[config.mk]
export PLATFORM = sky130hd
export DESIGN_NAME = rwc_reset_ctrl
export DESIGN_NICKNAME = d
export VERILOG_FILES = /design/src/hdl/rwc_pkg.sv /design/src/hdl/rwc_reset_ctrl.sv
export VERILOG_INCLUDE_DIRS = /design/src /design/src/hdl
export SDC_FILE = /design/constraint.sdc
export NUM_CORES = 1
export LEC_CHECK = 0
export BUFFER_PORTS_ARGS = -buffer_cell sky130_fd_sc_hd__buf_2
export CELL_PAD_IN_SITES_DETAIL_PLACEMENT = 1
export CELL_PAD_IN_SITES_GLOBAL_PLACEMENT = 1
export CORE_MARGIN = 3
export CORE_UTILIZATION = 43
export DETAILED_ROUTE_END_ITERATION = 16
export GPL_TIMING_DRIVEN = 0
export HOLD_SLACK_MARGIN = 0.15
export PLACE_DENSITY_LB_ADDON = 0.2
export SETUP_SLACK_MARGIN = 0.3
export SLEW_MARGIN = 20
export SYNTH_ARGS = -nofsm -noshare
export SYNTH_HDL_FRONTEND = slang
export SYNTH_SLANG_ARGS = --single-unit
[constraint.sdc]
create_clock -name clk_sys -period 2.5 [get_ports clk_sys]
set_clock_uncertainty 0.05 [all_clocks]
set_input_delay 0 -clock clk_sys [delete_from_list [all_inputs] [get_ports clk_sys]]
set_output_delay 0 -clock clk_sys [all_outputs]
set_load 0.01 [all_outputs]
[src/hdl/rwc_defines.svh]
// Purpose: Constants of the reset and watchdog controller
// Assumes: Bus clock clk_sys at 40 MHz
// Notes: Offsets, ranges and cycle counts
`ifndef RWC_DEFINES_SVH
`define RWC_DEFINES_SVH

`define RWC_CLK_NS 16'd25
`define RWC_POR_CYCLES 12'h0_FE0
`define RWC_PULLDOWN_CYCLES 3'h4
`define RWC_WDOG_ADDR 16'h3FF0
`define RWC_WDOG_CLEAR_BIT 0
`define RWC_IO_LO 16'h0000
`define RWC_IO_HI 16'h003F
`define RWC_GAP1_LO 16'h01C0
`define RWC_GAP1_HI 16'h023F
`define RWC_GAP2_LO 16'h02C0
`define RWC_GAP2_HI 16'h17FF
`define RWC_RDATA_RESET 8'h00

`endif

[src/hdl/rwc_pkg.sv]
// Purpose: Types of the reset and watchdog controller
// Assumes: Nothing beyond the defines header
// Notes: Power state is one-hot
package rwc_pkg;

    typedef enum logic [2:0] {
        RWC_RUN = 3'b001,
        RWC_STOP = 3'b010,
        RWC_START = 3'b100
    } rwc_pwr_t;

endpackage

[src/hdl/rwc_reset_ctrl.sv]
// Purpose: Combines all reset sources into one internal reset
// Assumes: Inputs synchronous to clk_sys; resetn is the power-up event
// Notes: Open-drain reset pin as input, output and enable
`include "rwc_defines.svh"

module rwc_reset_ctrl
    import rwc_pkg::*;
#(
    parameter bit WDOG_ENABLE = 1'b1,
    parameter bit LVR_ENABLE = 1'b1,
    parameter bit STOP_DISABLE = 1'b0,
    parameter logic [15:0] WDOG_TIMEOUT = 16'hFFFF,
    // Arbitrary user byte programmed at the watchdog location
    parameter logic [7:0] WDOG_USER_BYTE = 8'h00
) (
    // Clock and power-up event
    input wire logic clk_sys,
    input wire logic resetn,

    // Open-drain reset pin
    input wire logic resetPinIn,
    output logic resetPinOut,
    output logic resetPinOe,

    // Oscillator and supply sensing
    input wire logic oscActive,
    input wire logic supplyBelowLower,
    input wire logic supplyAboveUpper,

    // Core status
    input wire logic fetchValid,
    input wire logic [15:0] fetchAddr,
    input wire logic stopExec,
    input wire logic stopWakeIrq,

    // Register port
    input wire logic [15:0] regAddr,
    input wire logic [7:0] regWdata,
    input wire logic regWrite,
    input wire logic regRead,
    output logic [7:0] regRdata,

    // Reset and power state towards the core
    output logic sysResetn,
    output logic modeUpdate,
    output logic stopMode
);

    function automatic logic inRange(input logic [15:0] a,
                                     input logic [15:0] lo,
                                     input logic [15:0] hi);
        inRange = (a >= lo) && (a <= hi);
    endfunction

    function automatic logic isIllegal(input logic [15:0] a);
        isIllegal = inRange(a, `RWC_IO_LO, `RWC_IO_HI) ||
                    inRange(a, `RWC_GAP1_LO, `RWC_GAP1_HI) ||
                    inRange(a, `RWC_GAP2_LO, `RWC_GAP2_HI);
    endfunction

    // Last count of a power-up length delay
    function automatic logic delayDone(input logic [11:0] cnt);
        delayDone = (cnt == `RWC_POR_CYCLES - 12'h0_001);
    endfunction

    // Decode of the watchdog clear location
    function automatic logic isWdogAddr(input logic [15:0] a);
        isWdogAddr = (a == `RWC_WDOG_ADDR);
    endfunction

    // Power state
    rwc_pwr_t pwr;
    logic [11:0] startCnt;
    logic startByReset;
    logic startHold;
    logic stopEnter;

    // Reset pin sampling and echo of our own pulldown
    logic pinSync1;
    logic pinSync2;
    logic drvSync1;
    logic drvSync2;
    logic extLatch;
    logic extActive;

    // Power-up and low-voltage sources
    logic porActive;
    logic [11:0] porCnt;
    logic lvrLow;
    logic lvrActive;
    logic [11:0] lvrCnt;

    // Watchdog
    logic [15:0] wdCnt;
    logic [15:0] next_wdCnt;
    logic wdFire;
    logic next_wdFire;
    logic wdClearWrite;

    // One-cycle traps
    logic illegalHit;
    logic stopTrap;

    // Combining and pulldown
    logic intActive;
    logic anyActive;
    logic anyPrev;
    logic holdReset;
    logic [2:0] pdCnt;
    logic modalSeen;

    // Pin drives only low; the enable decides
    assign resetPinOut = 1'b0;
    assign stopMode = (pwr == RWC_STOP);

    // Two-stage synchroniser on the reset pin
    always_ff @(posedge clk_sys or negedge resetn) begin
        if (!resetn) begin
            pinSync1 <= 1'b1;
            pinSync2 <= 1'b1;
        end else begin
            pinSync1 <= resetPinIn;
            pinSync2 <= pinSync1;
        end
    end

    // Own pulldown delayed like the pin, so that its echo
    // on the pin is not taken for an external reset
    always_ff @(posedge clk_sys or negedge resetn) begin
        if (!resetn) begin
            drvSync1 <= 1'b1;
            drvSync2 <= 1'b1;
        end else begin
            drvSync1 <= !resetPinOe;
            drvSync2 <= drvSync1;
        end
    end

    // A pin low seen before our pulldown began stays external
    always_ff @(posedge clk_sys or negedge resetn) begin
        if (!resetn) begin
            extLatch <= 1'b0;
        end else begin
            extLatch <= extActive;
        end
    end

    assign extActive = !pinSync2 && (!drvSync2 || extLatch);

    // Power-up delay counted once the oscillator runs
    // Counting pauses while the oscillator is stopped
    always_ff @(posedge clk_sys or negedge resetn) begin
        if (!resetn) begin
            porActive <= 1'b1;
            porCnt <= 12'h0_000;
        end else if (porActive && oscActive) begin
            if (delayDone(porCnt)) begin
                porActive <= 1'b0;
            end else begin
                porCnt <= porCnt + 12'h0_001;
            end
        end
    end

    // Low-voltage reset, released after a full power-up delay
    // Count restarts whenever the supply dips again
    always_ff @(posedge clk_sys or negedge resetn) begin
        if (!resetn) begin
            lvrLow <= 1'b0;
            lvrCnt <= 12'h0_000;
        end else if (!LVR_ENABLE) begin
            lvrLow <= 1'b0;
            lvrCnt <= 12'h0_000;
        end else if (supplyBelowLower) begin
            // Sensed in every power state
            lvrLow <= 1'b1;
            lvrCnt <= 12'h0_000;
        end else if (lvrLow && supplyAboveUpper) begin
            if (delayDone(lvrCnt)) begin
                lvrLow <= 1'b0;
                lvrCnt <= 12'h0_000;
            end else begin
                lvrCnt <= lvrCnt + 12'h0_001;
            end
        end else if (lvrLow) begin
            lvrCnt <= 12'h0_000;
        end
    end

    assign lvrActive = lvrLow;

    // Only a zero in the clear bit restarts the watchdog
    assign wdClearWrite = regWrite && isWdogAddr(regAddr) &&
                          !regWdata[`RWC_WDOG_CLEAR_BIT];

    // Watchdog counter, next value
    always_comb begin
        // Runs in RUN and interrupt startup alike
        next_wdCnt = wdCnt + 16'h0001;
        next_wdFire = 1'b0;
        if (!WDOG_ENABLE) begin
            next_wdCnt = 16'h0000;
        end else if (!sysResetn || wdClearWrite) begin
            next_wdCnt = 16'h0000;
        end else if (pwr == RWC_STOP || stopEnter) begin
            next_wdCnt = 16'h0000;
        end else if (pwr == RWC_START && startByReset) begin
            next_wdCnt = 16'h0000;
        end else if (wdCnt == WDOG_TIMEOUT - 16'h0001) begin
            next_wdCnt = 16'h0000;
            next_wdFire = 1'b1;
        end
    end

    always_ff @(posedge clk_sys or negedge resetn) begin
        if (!resetn) begin
            wdCnt <= 16'h0000;
            wdFire <= 1'b0;
        end else begin
            wdCnt <= next_wdCnt;
            wdFire <= next_wdFire;
        end
    end

    // One-cycle internal trap sources
    always_ff @(posedge clk_sys or negedge resetn) begin
        if (!resetn) begin
            illegalHit <= 1'b0;
            stopTrap <= 1'b0;
        end else begin
            illegalHit <= fetchValid && isIllegal(fetchAddr);
            stopTrap <= stopExec && STOP_DISABLE;
        end
    end

    // STOP is entered only from RUN and only when not trapped
    assign stopEnter = stopExec && !STOP_DISABLE && (pwr == RWC_RUN);
    // Startup after a reset exit from STOP counts as a source
    assign intActive = porActive || lvrActive || wdFire || illegalHit ||
                       stopTrap || startHold;
    assign anyActive = intActive || extActive;
    // A pin still low, whatever drives it, keeps the core in reset
    assign holdReset = anyActive || (pdCnt != 3'h0) || !pinSync2;

    // Power state: STOP and its startup delay
    always_ff @(posedge clk_sys or negedge resetn) begin
        if (!resetn) begin
            pwr <= RWC_RUN;
            startCnt <= 12'h0_000;
            startByReset <= 1'b0;
        end else begin
            unique case (pwr)
                RWC_RUN: begin
                    if (stopEnter) begin
                        pwr <= RWC_STOP;
                    end
                end

                RWC_STOP: begin
                    startCnt <= 12'h0_000;
                    if (anyActive) begin
                        pwr <= RWC_START;
                        startByReset <= 1'b1;
                    end else if (stopWakeIrq) begin
                        pwr <= RWC_START;
                        startByReset <= 1'b0;
                    end
                end

                RWC_START: begin
                    if (delayDone(startCnt)) begin
                        pwr <= RWC_RUN;
                        startByReset <= 1'b0;
                    end else begin
                        startCnt <= startCnt + 12'h0_001;
                    end
                end
            endcase
        end
    end

    assign startHold = (pwr == RWC_START) && startByReset;

    // Pulldown timer restarted by the first edge of any source
    always_ff @(posedge clk_sys or negedge resetn) begin
        if (!resetn) begin
            anyPrev <= 1'b1;
            pdCnt <= `RWC_PULLDOWN_CYCLES;
        end else begin
            anyPrev <= anyActive;
            if (anyActive && !anyPrev) begin
                pdCnt <= `RWC_PULLDOWN_CYCLES;
            end else if (pdCnt != 3'h0) begin
                pdCnt <= pdCnt - 3'h1;
            end
        end
    end

    // External source alone never extends the pulldown
    // Pin-visible window is pdCnt at 4, 3 and 2
    always_ff @(posedge clk_sys or negedge resetn) begin
        if (!resetn) begin
            resetPinOe <= 1'b0;
        end else begin
            resetPinOe <= !((pdCnt > 3'h1) || intActive);
        end
    end

    // Single combined reset, released on a clock edge
    // Released only once the pin is back high as well
    always_ff @(posedge clk_sys or negedge resetn) begin
        if (!resetn) begin
            sysResetn <= 1'b0;
        end else begin
            sysResetn <= !holdReset;
        end
    end

    // Mode update only after pin or watchdog resets
    // Pulse lands on the edge that releases the reset
    always_ff @(posedge clk_sys or negedge resetn) begin
        if (!resetn) begin
            modalSeen <= 1'b0;
            modeUpdate <= 1'b0;
        end else begin
            modeUpdate <= 1'b0;
            if (extActive || wdFire) begin
                modalSeen <= 1'b1;
            end else if (!sysResetn && !holdReset) begin
                modeUpdate <= modalSeen;
                modalSeen <= 1'b0;
            end
        end
    end

    // Read returns the stored user byte, never watchdog state
    always_ff @(posedge clk_sys or negedge resetn) begin
        if (!resetn) begin
            regRdata <= `RWC_RDATA_RESET;
        end else if (regRead && isWdogAddr(regAddr)) begin
            regRdata <= WDOG_USER_BYTE;
        end else begin
            regRdata <= `RWC_RDATA_RESET;
        end
    end

endmodule // rwc_reset_ctrl

==> results.ini <==
[outcome]
status = completed

[yosys]
synth-adder-area-share = 0.02707
synth_flop_cell = dfrtp_1
syn_inst = 371
yosys.area.top_type_share = 0.4399
yosysTopAreaCell = dfrtp_1
synthXorXnorAreaFrac = 0.07343
synthSimpleGateAreaFrac = 0.2345
synth.most_common_cell = dfrtp_1
synth_compound_area_frac = 0.1113
synth_top_family_by_area = simple AND/OR/NAND/NOR gates
netlist_area_um2 = 3697
async_flop_share = 1.000
syn_area_per_cell_um2 = 9.966
synth_edf_count = 0
ys_warn_count = 0
synth_area_leaders = dfrtp_1 (44%), xnor2_1 (5.9%), dfstp_2 (5.7%)
yosys-mux-area-fraction = 0.005753
yosys-top-cells-count = dfrtp_1 (65), nand2_1 (26), nor2_1 (26)
ys_seq_area_frac = 0.4968
synth_cell_type_count = 56
ys_seq_elements = 73

[die]
die_h_um = 98.73
coreArea_um2 = 8299
start_util = 0.4455
rows = 33
die_x_um = 98.73
fp.dieArea_um2 = 9747
ios = 64

[setup_path]
cp.required_ns = 2.73
end_kind = flop
path_max_fanout = 10
worstSetupPathType = reg2reg
ff2ff_setup_slack_ns = 0.38
startpoint_type = flop
crit_arrival_ns = 2.35

[grt]
grt_pass1_wl_um = 15120
grt_usage = 0.1920
antenna_found_initial = 0
grt_pass1_vias = 3175
grt_overflow = 0
grt_max_degree = 38

[place]
port_buffers = 39
place_congestion = 0.7532
dp_hpwl_um = 6033
dp.cells = 524

[finish]
fin_cells = 554
drive_gt1_frac = 0.2227
final_nets = 503
area_growth_pct = 21.90
num_antenna_cells = 0
final_util = 0.5430

[pwr]
finalPower_mw = 2.292
seq_power_share = 0.518
switching_share = 0.2240
combPwrFrac = 0.047
leakagePower_nw = 1.906
max-vdd-ir-drop_v = 0.0003045
clock_power_share = 0.435
power_density_nw_per_um2 = 508.7
p_int_mw = 1.779
switchingPower_uw = 513.5

[timing]
min_period_over_period = 0.8482
hold_viol_final = 0
max_freq_mhz = 471.6
fin_crit_ns = 2.121
rsz0062_at_grt = false
max-slew-margin-rel = 0.6059
fin_tns_setup_ns = 0
report.final.slew_viol_count = 0
setup_viol = 0
worst_slew_pin_slew_ns = 0.5905

[clock_network]
path_clk_slew_ns = 0.08
cts_tree = built
ctsRootBufferMaster = clkbuf_8
clock_path_buffers = 2
clock_latency_ns = 0.35
cts_buffers = 9
cts_max_level = 3
cts.sinks = 73

[flow_run]
drv_cap = 0

[route]
wire_per_inst_um = 16.05
postRouteAntennaNets = 0
vias_per_cell = 5.462
dr.pass1.iters = 4
num_vias = 3026
drt-initial-drc-count = 114
totalWireLength_um = 8890
drc = 0

[hold_path]
hp-class = in2async

[metrics by stage]
stage                     instance area [µm²]  setup WS (ns)  hold slack, ns
after floorplan                          3727         0.5100         -0.3456
after global placement                   4054        0.07664         0.05693
after detailed placement                 4076        0.05186        -0.03491
after CTS                                4432         0.2720          0.1772
after global routing                     4507         0.3035          0.1893
final                                    4507         0.3794          0.1793
[critical path, stage by stage, from the launching register on]
cell and delay, ns:
dfstp_2 0.37, clkbuf_4 0.17, or3b_4 0.42, or4_4 0.56
or3_1 0.32, a21oi_1 0.16
[sequential cells by signal, summed over array words and instances, names as in the netlist, 3 cells and up]
name / count
lvrCnt: 12
pdCnt: 3
startCnt: 12
porCnt: 12
wdCnt: 16
pwr: 3
[final timing paths]
kind | startpoint | end | cells past startpoint
worst max-delay path | pwr[0] | startCnt[11] | 5
worst min-delay path | resetn | pwr[0] | 2
worst min register to register | pinSync1 | pinSync2 | 0
max in group asynchronous | resetn | pinSync1 | 3
worst max register to register | pwr[0] | startCnt[11] | 5
min in group clk_sys | resetPinIn | pinSync1 | 2
[area by class of cell]
cell class / count / area, µm²
repair buffers: 54 / 360.3
clock inverters: 4 / 50.05
flip-flops and latches: 73 / 1837
multi-input cells: 268 / 1769
inverters: 20 / 78.83
fillers: 948 / 3792
plain buffers: 18 / 115.1
well taps: 105 / 131.4
clock buffers: 12 / 165.2
[power groups by stage]
stage               clock network (mW)  logic (mW)  registers, mW
global route                      1.07       0.122           1.19
finish                           0.997       0.108           1.19
global placement                     0      0.0863           1.21
floorplan                            0      0.0311           1.21
CTS                               1.02       0.109           1.19
detailed placement                   0      0.0938           1.21
[kinds of logic after synthesis]
| logic type | after synthesis |
|---|---|
| AND/OR/NAND/NOR | 158 |
| adder cells (fa/ha/maj) | 8 |
| buffers and inverters | 38 |
| other | 1 |
| XOR/XNOR | 31 |
| flip-flops | 73 |
| multiplexers | 2 |
| AO/OA/AOI/OAI | 60 |
[layer usage]
layer  part of all wire  track usage
met5                  0            0
met4             0.0088      0.04622
met3              0.027      0.04105
met2               0.51       0.3292
met1               0.45       0.2492
[what timing repair did]
item                                    CTS  global route
buffers inserted                          1             2
endpoints found under the setup margin   21            32
hold buffers                             11             0
gates resized for setup                   4            13
pin swaps                                 1             1
endpoints found under the hold margin    84             0
cloned                                    0             0
[layout by cell type, fill, tap and decap left out, types with 4 or more instances in the layout]
master and instances:
a21oi_1 12, and3_1 4, buf_2 38, buf_4 13, clkbuf_1 5, clkbuf_8 12
conb_1 9, dfrtp_1 65, dfstp_2 8, dlygate4sd3_1 10, ha_1 8, inv_1 19
nand2_1 26, nand3_1 17, nand4_1 8, nand4b_1 4, nor2_1 25, nor2b_1 5
nor3_1 24, nor4_1 9, o211ai_1 6, o21ai_0 7, o31ai_1 8, or3_1 7
or4_1 5, xnor2_1 25, xor2_1 6
Note: power is estimated with default switching activity, not from simulation.
